[src/verilog/pom_pkg.sv]
// package: constants and types shared by the output macrocell array
package pom_pkg;
   // array shape
   localparam int         NCELL        = 10;
   localparam int         TERMS_WIDE   = 10;
   localparam int         TERMS_NARROW = 8;
   localparam logic [9:0] WIDE_CELLS   = 10'h030;   // cells 4 and 5 own the long sum

   // register byte offsets
   localparam logic [31:0] MODE_CFG_OFFS  = 32'h0000_0000;
   localparam logic [31:0] OE_CFG_OFFS    = 32'h0000_0004;
   localparam logic [31:0] CELL_STAT_OFFS = 32'h0000_0008;

   // field positions
   localparam int FIRST_SEL_LSB  = 0;    // 1 = registered, 0 = combinatorial
   localparam int SECOND_SEL_LSB = 16;   // 1 = inverted, 0 = true
   localparam int STAT_FLOP_LSB  = 0;
   localparam int STAT_PIN_LSB   = 16;

   // reset values
   localparam logic [9:0]  FIRST_SEL_RST  = 10'h000;
   localparam logic [9:0]  SECOND_SEL_RST = 10'h000;
   localparam logic [19:0] OE_CFG_RST     = 20'h0_0000;

   // bus answers
   localparam logic [1:0] RESP_OKAY   = 2'h0;
   localparam logic [1:0] RESP_SLVERR = 2'h2;

   // combinatorial enable selection, two bits per cell
   typedef enum logic [1:0]
   {
      OE_OFF  = 2'h0,
      OE_ON   = 2'h1,
      OE_TERM = 2'h2,
      OE_ALT  = 2'h3
   } pom_oe_sel_t;
endpackage

[src/verilog/pom_cell_if.sv]
// interface: configuration and terms to the cell logic, results back
`timescale 1ns/100ps
`default_nettype none
interface pom_cell_if;
   logic [9:0]       firstSel;    // per cell mode
   logic [9:0]       secondSel;   // per cell polarity
   logic [19:0]      oeSel;       // per cell enable choice
   logic [9:0][9:0]  logicTerms;  // product terms per cell
   logic [9:0]       oeTerms;     // enable product term per cell
   logic             clrTerm;     // shared clear term
   logic             setTerm;     // shared set term
   logic [9:0]       pinSync;     // synchronised pin levels
   logic [9:0]       sumVec;      // sum term per cell
   logic [9:0]       flopD;       // next stored value
   logic [9:0]       pinDrv;      // next pin drive level
   logic [9:0]       pinEn;       // next pin enable
   logic [9:0]       fbTrue;      // next feedback, true form

   modport top
   (
      output firstSel, secondSel, oeSel, logicTerms, oeTerms,
      output clrTerm, setTerm, pinSync,
      input  sumVec, flopD, pinDrv, pinEn, fbTrue
   );
   modport core
   (
      input  firstSel, secondSel, oeSel, logicTerms, oeTerms,
      input  clrTerm, setTerm, pinSync,
      output sumVec, flopD, pinDrv, pinEn, fbTrue
   );
endinterface
`default_nettype wire

[src/verilog/pom_cell_logic.sv]
// module: combinational next-state logic of every output macrocell
`timescale 1ns/100ps
`default_nettype none
module pom_cell_logic
(
   // towards the top
   pom_cell_if.core cif
);
   // one slice per cell; the top registers everything produced here except sumVec
   for (genvar c = 0; c < pom_pkg::NCELL; c++)
   begin : g_cell
      // long or short sum, the unused terms are masked off
      localparam int         NTERM = pom_pkg::WIDE_CELLS[c] ? pom_pkg::TERMS_WIDE
                                                             : pom_pkg::TERMS_NARROW;
      localparam logic [9:0] TMASK = 10'((11'h001 << NTERM) - 11'h001);
      logic              isReg;   // registered mode selected
      logic              pinLvl;  // level seen on the pin side of the buffer
      pom_pkg::pom_oe_sel_t oeCode;

      assign isReg  = cif.firstSel[c];
      assign oeCode = pom_pkg::pom_oe_sel_t'(cif.oeSel[2*c +: 2]);

      // product terms summed into one gate
      assign cif.sumVec[c] = |(cif.logicTerms[c] & TMASK);

      // clear beats set, set beats the sum; both ignore polarity
      assign cif.flopD[c] = cif.clrTerm ? 1'b0
                          : cif.setTerm ? 1'b1
                          : cif.sumVec[c];

      // pin drive: stored value or raw sum, then the polarity stage
      assign cif.pinDrv[c] = (isReg ? cif.flopD[c] : cif.sumVec[c])
                             ^ cif.secondSel[c];

      // enable: registered cells always use their own term
      always_comb
      begin
         if (isReg)
         begin
            cif.pinEn[c] = cif.oeTerms[c];
         end
         else
         begin
            unique case (oeCode)
               pom_pkg::OE_OFF: cif.pinEn[c] = 1'b0;
               pom_pkg::OE_ON:  cif.pinEn[c] = 1'b1;
               pom_pkg::OE_TERM,
               pom_pkg::OE_ALT: cif.pinEn[c] = cif.oeTerms[c];
            endcase
         end
      end

      // pin side of the buffer: own drive when enabled, else the board
      assign pinLvl = cif.pinEn[c] ? cif.pinDrv[c] : cif.pinSync[c];

      // registered cells feed back the inverted store, not the pin
      assign cif.fbTrue[c] = isReg ? ~cif.flopD[c] : pinLvl;
   end
endmodule
`default_nettype wire

[src/verilog/pom_macrocell_array.sv]
// module: output macrocell array with its AXI4-Lite configuration slave
//
// Chosen here: the AXI4-Lite register port and the register addresses.
`timescale 1ns/100ps
`default_nettype none
module pom_macrocell_array
(
   // clock and reset
   input  wire logic             clk,
   input  wire logic             sys_rst,
   // axi4-lite write address
   input  wire logic             s_axi_awvalid,
   output logic                  s_axi_awready,
   input  wire logic [31:0]      s_axi_awaddr,
   // axi4-lite write data
   input  wire logic             s_axi_wvalid,
   output logic                  s_axi_wready,
   input  wire logic [31:0]      s_axi_wdata,
   input  wire logic [3:0]       s_axi_wstrb,
   // axi4-lite write response
   output logic                  s_axi_bvalid,
   input  wire logic             s_axi_bready,
   output logic [1:0]            s_axi_bresp,
   // axi4-lite read address
   input  wire logic             s_axi_arvalid,
   output logic                  s_axi_arready,
   input  wire logic [31:0]      s_axi_araddr,
   // axi4-lite read data
   output logic                  s_axi_rvalid,
   input  wire logic             s_axi_rready,
   output logic [31:0]           s_axi_rdata,
   output logic [1:0]            s_axi_rresp,
   // product terms from the and array
   input  wire logic [9:0][9:0]  logicTerms,
   input  wire logic [9:0]       oeTerms,
   input  wire logic             sharedAsyncClearTerm,
   input  wire logic             sharedSyncSetTerm,
   // cell pins
   input  wire logic [9:0]       cellPinIn,
   output logic [9:0]            cellPinOut,
   output logic [9:0]            cellPinOe,
   // feedback into the and array
   output logic [9:0]            fbTrue,
   output logic [9:0]            fbComp
);
   // whole state of the block
   typedef struct packed
   {
      logic [9:0]  pinMeta;    // first synchroniser stage
      logic [9:0]  pinSync;    // second synchroniser stage
      logic [9:0]  firstSel;   // mode select per cell
      logic [9:0]  secondSel;  // polarity select per cell
      logic [19:0] oeSel;      // enable choice per cell
      logic [9:0]  flop;       // macrocell stores
      logic [9:0]  pinOut;     // pin drive levels
      logic [9:0]  pinOe;      // pin enables
      logic [9:0]  fbTrue;     // feedback, true form
      logic [9:0]  fbComp;     // feedback, complement
      logic        awHeld;     // write address waiting
      logic [31:0] awAddr;
      logic        wHeld;      // write data waiting
      logic [31:0] wData;
      logic [3:0]  wStrb;
      logic        awready;
      logic        wready;
      logic        bvalid;
      logic [1:0]  bresp;
      logic        arready;
      logic        rvalid;
      logic [31:0] rdata;
      logic [1:0]  rresp;
   } pom_top_state_t;

   pom_top_state_t s_q;  // registered state
   pom_top_state_t s_d;  // next state

   pom_cell_if cif ();

   // cell logic works only on inputs and configuration
   pom_cell_logic u_cells
   (
      .cif (cif.core)
   );

   // terms come from same-clock logic, so no synchroniser on them
   assign cif.firstSel   = s_q.firstSel;
   assign cif.secondSel  = s_q.secondSel;
   assign cif.oeSel      = s_q.oeSel;
   assign cif.logicTerms = logicTerms;
   assign cif.oeTerms    = oeTerms;
   assign cif.clrTerm    = sharedAsyncClearTerm;
   assign cif.setTerm    = sharedSyncSetTerm;
   assign cif.pinSync    = s_q.pinSync;

   // byte-lane merge of a write into an old word
   function automatic logic [31:0] mergeBytes(input logic [31:0] oldW,
                                              input logic [31:0] newW,
                                              input logic [3:0]  strb);
      logic [31:0] res;
      res = oldW;
      for (int b = 0; b < 4; b++)
      begin
         if (strb[b])
         begin
            res[8*b +: 8] = newW[8*b +: 8];
         end
      end
      return res;
   endfunction

   // next state: cells, synchroniser and both bus channels
   always_comb
   begin
      logic [31:0] modeWord;
      logic [31:0] oeWord;
      logic [31:0] statWord;
      logic [31:0] merged;
      modeWord = '0;
      oeWord   = '0;
      statWord = '0;
      merged   = '0;
      s_d      = s_q;
      // readable words built from the live state
      modeWord[pom_pkg::FIRST_SEL_LSB +: 10]  = s_q.firstSel;
      modeWord[pom_pkg::SECOND_SEL_LSB +: 10] = s_q.secondSel;
      oeWord[19:0]                            = s_q.oeSel;
      statWord[pom_pkg::STAT_FLOP_LSB +: 10]  = s_q.flop;
      for (int c = 0; c < pom_pkg::NCELL; c++)
      begin
         statWord[pom_pkg::STAT_PIN_LSB + c] = s_q.pinOe[c] ? s_q.pinOut[c]
                                                              : s_q.pinSync[c];
      end
      // pins pass two flip-flops before any logic sees them
      s_d.pinMeta = cellPinIn;
      s_d.pinSync = s_q.pinMeta;
      // cells update on every rising edge
      s_d.flop   = cif.flopD;
      s_d.pinOut = cif.pinDrv;
      s_d.pinOe  = cif.pinEn;
      s_d.fbTrue = cif.fbTrue;
      s_d.fbComp = ~cif.fbTrue;
      // write address and data are taken in either order
      if (s_q.awready && s_axi_awvalid)
      begin
         s_d.awHeld = 1'b1;
         s_d.awAddr = s_axi_awaddr;
      end
      if (s_q.wready && s_axi_wvalid)
      begin
         s_d.wHeld = 1'b1;
         s_d.wData = s_axi_wdata;
         s_d.wStrb = s_axi_wstrb;
      end
      // both halves present: perform the write and answer
      if (s_q.awHeld && s_q.wHeld && !s_q.bvalid)
      begin
         s_d.awHeld = 1'b0;
         s_d.wHeld  = 1'b0;
         s_d.bvalid = 1'b1;
         s_d.bresp  = pom_pkg::RESP_OKAY;
         case (s_q.awAddr)
            pom_pkg::MODE_CFG_OFFS:
            begin
               merged        = mergeBytes(modeWord, s_q.wData, s_q.wStrb);
               s_d.firstSel  = merged[pom_pkg::FIRST_SEL_LSB +: 10];
               s_d.secondSel = merged[pom_pkg::SECOND_SEL_LSB +: 10];
            end
            pom_pkg::OE_CFG_OFFS:
            begin
               merged    = mergeBytes(oeWord, s_q.wData, s_q.wStrb);
               s_d.oeSel = merged[19:0];
            end
            // status is read-only; a write is accepted and dropped
            pom_pkg::CELL_STAT_OFFS:
            begin
               s_d.bresp = pom_pkg::RESP_OKAY;
            end
            default:
            begin
               s_d.bresp = pom_pkg::RESP_SLVERR;
            end
         endcase
      end
      if (s_q.bvalid && s_axi_bready)
      begin
         s_d.bvalid = 1'b0;
      end
      // a held half blocks its channel until the write completes
      s_d.awready = !s_d.awHeld;
      s_d.wready  = !s_d.wHeld;
      // read: one outstanding, answered on the next cycle
      if (s_q.arready && s_axi_arvalid)
      begin
         s_d.arready = 1'b0;
         s_d.rvalid  = 1'b1;
         s_d.rresp   = pom_pkg::RESP_OKAY;
         case (s_axi_araddr)
            pom_pkg::MODE_CFG_OFFS:  s_d.rdata = modeWord;
            pom_pkg::OE_CFG_OFFS:    s_d.rdata = oeWord;
            pom_pkg::CELL_STAT_OFFS: s_d.rdata = statWord;
            default:
            begin
               s_d.rdata = '0;
               s_d.rresp = pom_pkg::RESP_SLVERR;
            end
         endcase
      end
      if (s_q.rvalid && s_axi_rready)
      begin
         s_d.rvalid  = 1'b0;
         s_d.arready = 1'b1;
      end
      // synchronous reset wins over everything
      if (sys_rst)
      begin
         s_d           = '0;
         s_d.firstSel  = pom_pkg::FIRST_SEL_RST;
         s_d.secondSel = pom_pkg::SECOND_SEL_RST;
         s_d.oeSel     = pom_pkg::OE_CFG_RST;
         s_d.awready   = 1'b1;
         s_d.wready    = 1'b1;
         s_d.arready   = 1'b1;
      end
   end

   // single register stage for the whole block
   always_ff @(posedge clk)
   begin
      s_q <= s_d;
   end

   // every output straight from a flip-flop
   assign s_axi_awready = s_q.awready;
   assign s_axi_wready  = s_q.wready;
   assign s_axi_bvalid  = s_q.bvalid;
   assign s_axi_bresp   = s_q.bresp;
   assign s_axi_arready = s_q.arready;
   assign s_axi_rvalid  = s_q.rvalid;
   assign s_axi_rdata   = s_q.rdata;
   assign s_axi_rresp   = s_q.rresp;
   assign cellPinOut    = s_q.pinOut;
   assign cellPinOe     = s_q.pinOe;
   assign fbTrue        = s_q.fbTrue;
   assign fbComp        = s_q.fbComp;

   // per-cell checks
   for (genvar c = 0; c < pom_pkg::NCELL; c++)
   begin : g_chk

   end
endmodule
`default_nettype wire

[config.mk]
export PLATFORM = sky130hd
export DESIGN_NAME = pom_macrocell_array
export DESIGN_NICKNAME = d
export VERILOG_FILES = /design/src/verilog/pom_pkg.sv /design/src/verilog/pom_cell_if.sv /design/src/verilog/pom_cell_logic.sv /design/src/verilog/pom_macrocell_array.sv
export SDC_FILE = /design/constraint.sdc
export NUM_CORES = 1
export LEC_CHECK = 0
export BUFFER_PORTS_ARGS = -buffer_cell sky130_fd_sc_hd__buf_4
export CAP_MARGIN = 20
export CORE_MARGIN = 5
export CORE_UTILIZATION = 35
export CTS_CLUSTER_DIAMETER = 120
export DETAILED_ROUTE_END_ITERATION = 10
export PLACE_DENSITY_LB_ADDON = 0.08
export SLEW_MARGIN = 15
export SYNTH_ARGS = -nofsm -noshare
export SYNTH_HDL_FRONTEND = slang
export SYNTH_SLANG_ARGS = --single-unit
[constraint.sdc]
create_clock -name clk -period 4.64 [get_ports clk]
set_input_delay 0.928 -clock clk [delete_from_list [all_inputs] [get_ports clk]]
set_output_delay 0.928 -clock clk [all_outputs]
set_load 0.005 [all_outputs]
==> impl_metrics.sql <==
INSERT INTO impl_metrics (metric_group, metric, value, unit) VALUES
('place', 'port_buffers', '279', ''),
('flow_run', 'max-cap-violations', '0', ''),
('synthesis', 'synthXorXnorAreaFrac', '0.00189', ''),
('clock_tree', 'cts_buffers', '24', ''),
('synthesis', 'synthesized_area_fraction_occupied_by_ao_oa_aoi_and_oai_cells', '0.185', ''),
('die', 'boundaryPins', '310', ''),
('timing', 'slew_violations', '0', ''),
('die', 'num_rows', '59', ''),
('route', 'overall_via_count_from_detail_route', '8182', ''),
('critical_path', 'critical_path_fanouts_max', '14', ''),
('global_route', 'grt.overflow.total', '0', ''),
('place', 'dpl.hpwl', '20800', 'µm'),
('die', 'die_w', '173', 'µm'),
('power_and_ir_drop', 'power.density_cell_area', '366', 'nW/µm²'),
('clock_tree', 'clock_sink_count', '207', ''),
('clock_tree', 'cts_resized', '0', ''),
('synthesis', 'synth_mux_area_frac', '0.0317', ''),
('timing', 'timing.slew.headroom', '0.295', ''),
('timing', 'tns', '0', 'ns'),
('power_and_ir_drop', 'internal_power_component', '3.25', 'mW'),
('synthesis', 'post_synth_fa_ha_maj_area_fraction', '0', ''),
('synthesis', 'synth.most_common_cell', 'sky130_fd_sc_hd__dfxtp_1', ''),
('route', 'wire_length_per_cell_after_detailed_routing', '17.9', 'µm'),
('layout', 'finish.net_count', '1481', ''),
('synthesis', 'synth_seq_cells', '207', ''),
('timing', 'fmaxAchievable', '0.415', 'GHz'),
('place', 'dpl.cell_count', '1561', ''),
('synthesis', 'synth_cells', '1096', ''),
('synthesis', 'synth.cell_area', '9260', 'µm²'),
('die', 'floorplan.initialDensity', '0.355', ''),
('clock_tree', 'post-cts-setup-buffer-count', '0', ''),
('synthesis', 'ys_top_cells_by_area', 'sky130_fd_sc_hd__dfxtp_1 45%, sky130_fd_sc_hd__a21oi_1 8.2%, sky130_fd_sc_hd__nand2_1 6.7%', ''),
('layout', 'post_layout_nonfiller_instances', '1605', ''),
('timing', 'clock_skew', '0.00831', 'ns'),
('synthesis', 'number_of_enable_type_register_cells_in_the_synthesized_netlist', '0', ''),
('critical_path', 'worst_ep_arrival_time', '2.83', 'ns'),
('synthesis', 'synth-simple-area-share', '0.223', ''),
('power_and_ir_drop', 'power.share.sequential', '0.441', ''),
('timing', 'report.final.setup_viol', '0', ''),
('route', 'drc', '0', ''),
('route', 'final_antenna_net_count', '0', ''),
('synthesis', 'synth_largest_type_area_fraction', '0.447', ''),
('timing', 'worstMarginPinSlew', '1.05', 'ns'),
('power_and_ir_drop', 'power_frac_comb', '0.103', ''),
('route', 'total_routed_length', '28700', 'µm'),
('synthesis', 'synth.largest_area_cell', 'sky130_fd_sc_hd__dfxtp_1', ''),
('critical_path', 'critical_path.endpoint_type', 'flip-flop', ''),
('global_route', 'grt_start_max_net_pins', '76', ''),
('route', 'drt_iter0_drc', '460', ''),
('die', 'die_h', '173', 'µm'),
('timing', 'min_period_over_period', '0.519', ''),
('route', 'via_per_inst', '5.10', ''),
('power_and_ir_drop', 'vdd_drop_max', '0.227', 'mV'),
('synthesis', 'postSynth.asyncResetShare', '0', ''),
('clock_tree', 'cts_max_level', '1', ''),
('clock_tree', 'cts_tree', 'yes', ''),
('global_route', 'antenna_violations_before_repair', '0', ''),
('layout', 'layout-drive-gt1-share', '0.261', ''),
('global_route', 'vias_in_the_first_global_route', '8049', ''),
('power_and_ir_drop', 'net_switching_power_of_the_design', '1.02', 'mW'),
('synthesis', 'predominant_post_synthesis_flop_cell', 'sky130_fd_sc_hd__dfxtp_1', ''),
('synthesis', 'combinational_family_with_the_most_area_after_synthesis', 'simple AND/OR/NAND/NOR gates', ''),
('power_and_ir_drop', 'pwr-share-clk', '0.457', ''),
('clock_tree', 'clock_tree.root_cell', 'sky130_fd_sc_hd__clkbuf_16', ''),
('hold_path', 'hold_path_class', 'flip-flop to flip-flop', ''),
('outcome', 'run_status', 'completed', ''),
('critical_path', 'timing.critical_path.from_type', 'primary input', ''),
('synthesis', 'post_synth_num_cell_types', '43', ''),
('die', 'core_region', '26100', 'µm²'),
('power_and_ir_drop', 'leakagePower', '4.72', 'nW'),
('timing', 'rsz0062_at_grt', 'no', '');
[layout by cell type, fill, tap and decap left out, types with 7 or more instances in the layout]
cell type and count:
sky130_fd_sc_hd__buf_4 285, sky130_fd_sc_hd__and3b_1 8, sky130_fd_sc_hd__o21ai_0 17, sky130_fd_sc_hd__clkbuf_1 8
sky130_fd_sc_hd__and3_1 23, sky130_fd_sc_hd__nand2_1 166, sky130_fd_sc_hd__mux2i_1 26, sky130_fd_sc_hd__nor2_1 41
sky130_fd_sc_hd__a311o_1 16, sky130_fd_sc_hd__nor2b_1 23, sky130_fd_sc_hd__a21o_1 8, sky130_fd_sc_hd__conb_1 8
sky130_fd_sc_hd__nor4_1 32, sky130_fd_sc_hd__a21oi_1 151, sky130_fd_sc_hd__nand3_1 10, sky130_fd_sc_hd__nand4_1 55
sky130_fd_sc_hd__a211oi_1 8, sky130_fd_sc_hd__nor3_1 12, sky130_fd_sc_hd__a41oi_1 10, sky130_fd_sc_hd__clkbuf_16 25
sky130_fd_sc_hd__o21ai_1 10, sky130_fd_sc_hd__and2_1 20, sky130_fd_sc_hd__o21a_1 8, sky130_fd_sc_hd__inv_1 7
sky130_fd_sc_hd__o31ai_1 40, sky130_fd_sc_hd__dfxtp_1 207
[worst paths after layout]
kind                              startpoint                      endpoint  slack, ns  depth (start not counted)
hold / removal           s_q[213]$_SDFF_PP0_     cif.pinSync[2]$_SDFF_PP0_       0.44                          1
hold reg to reg          s_q[213]$_SDFF_PP0_     cif.pinSync[2]$_SDFF_PP0_       0.44                          1
setup / recovery            s_axi_araddr[29]   s_axi_rdata[0]$_SDFFE_PP0P_       2.23                          5
setup reg to reg  s_axi_arready$_SDFFE_PP1P_  s_axi_rdata[11]$_SDFFE_PP0P_       2.67                          4
[kinds of logic (layout without fill, tap and decap cells)]
logic type,Yosys count,in the layout
buf+inv,170,337
simple gates,408,408
other cells,1,8
flops,207,207
compound gates,279,279
mux,29,29
xor+xnor,2,2
[sequential cells by signal (all words and copies together), names as in the netlist]
| signal | count |
|---|---|
| cellPinOe | 10 |
| cellPinOut | 10 |
| cif.firstSel | 10 |
| cif.oeSel | 20 |
| cif.pinSync | 10 |
| cif.secondSel | 10 |
| fbComp | 10 |
| fbTrue | 10 |
| s_axi_arready | 1 |
| s_axi_awready | 1 |
| s_axi_bresp | 1 |
| s_axi_bvalid | 1 |
| s_axi_rdata | 26 |
| s_axi_rresp | 1 |
| s_axi_rvalid | 1 |
| s_axi_wready | 1 |
| s_q | 84 |
[power by group through the flow]
| stage | combinational, mW | sequential, mW | clock (mW) |
|---|---|---|---|
| 5_1_grt | 0.485 | 1.89 | 2.07 |
| 2_1_floorplan | 0.249 | 1.91 | 0 |
| 3_3_place_gp | 0.443 | 1.92 | 0 |
| 6_report | 0.439 | 1.88 | 1.95 |
| 3_5_place_dp | 0.444 | 1.92 | 0 |
| 4_1_cts | 0.445 | 1.88 | 1.99 |
[layout make-up]
| type | instances | area [µm²] | area share |
|---|---|---|---|
| flip-flops and latches | 207 | 4140 | 0.355 |
| multi-input cells | 726 | 4120 | 0.353 |
| repair buffers | 286 | 2150 | 0.184 |
| clock buffers | 36 | 697 | 0.0597 |
| well taps | 335 | 419 | 0.0359 |
| clock inverters | 8 | 119 | 0.0102 |
| inverters | 7 | 26.3 | 0.00225 |
[per-stage QoR]
| stage | hold slack [ns] | power (mW) | instance area (µm²) | util | setup WS (ns) |
|---|---|---|---|---|---|
| floorplan | 0.414 | 2.16 | 9290 | - | 2.55 |
| global placement | 0.425 | 2.36 | 10900 | 0.417 | 1.66 |
| detailed placement | 0.433 | 2.37 | 10900 | 0.417 | 1.69 |
| CTS | 0.444 | 4.32 | 11700 | 0.448 | 2.18 |
| global route | 0.461 | 4.44 | 11700 | 0.448 | 1.96 |
| finish | 0.437 | 4.27 | 11700 | 0.448 | 2.23 |
[per-layer routing]
layer | part of all wire | global-route usage | vias up
li1 | - | - | 4159
met2 | 0.44 | 0.282 | 261
met4 | 0.015 | 0.0321 | 0
met1 | 0.48 | 0.257 | 3731
met5 | 0 | 0 | -
met3 | 0.064 | 0.0404 | 31
[critical path, cell delays in order]
cell                      delay (ns)
sky130_fd_sc_hd__buf_4          0.11
sky130_fd_sc_hd__nor4_1         0.26
sky130_fd_sc_hd__and4_1         0.61
sky130_fd_sc_hd__nand4_1        0.59
sky130_fd_sc_hd__o21ai_0        0.32
Power figures use the tool's default switching activity.
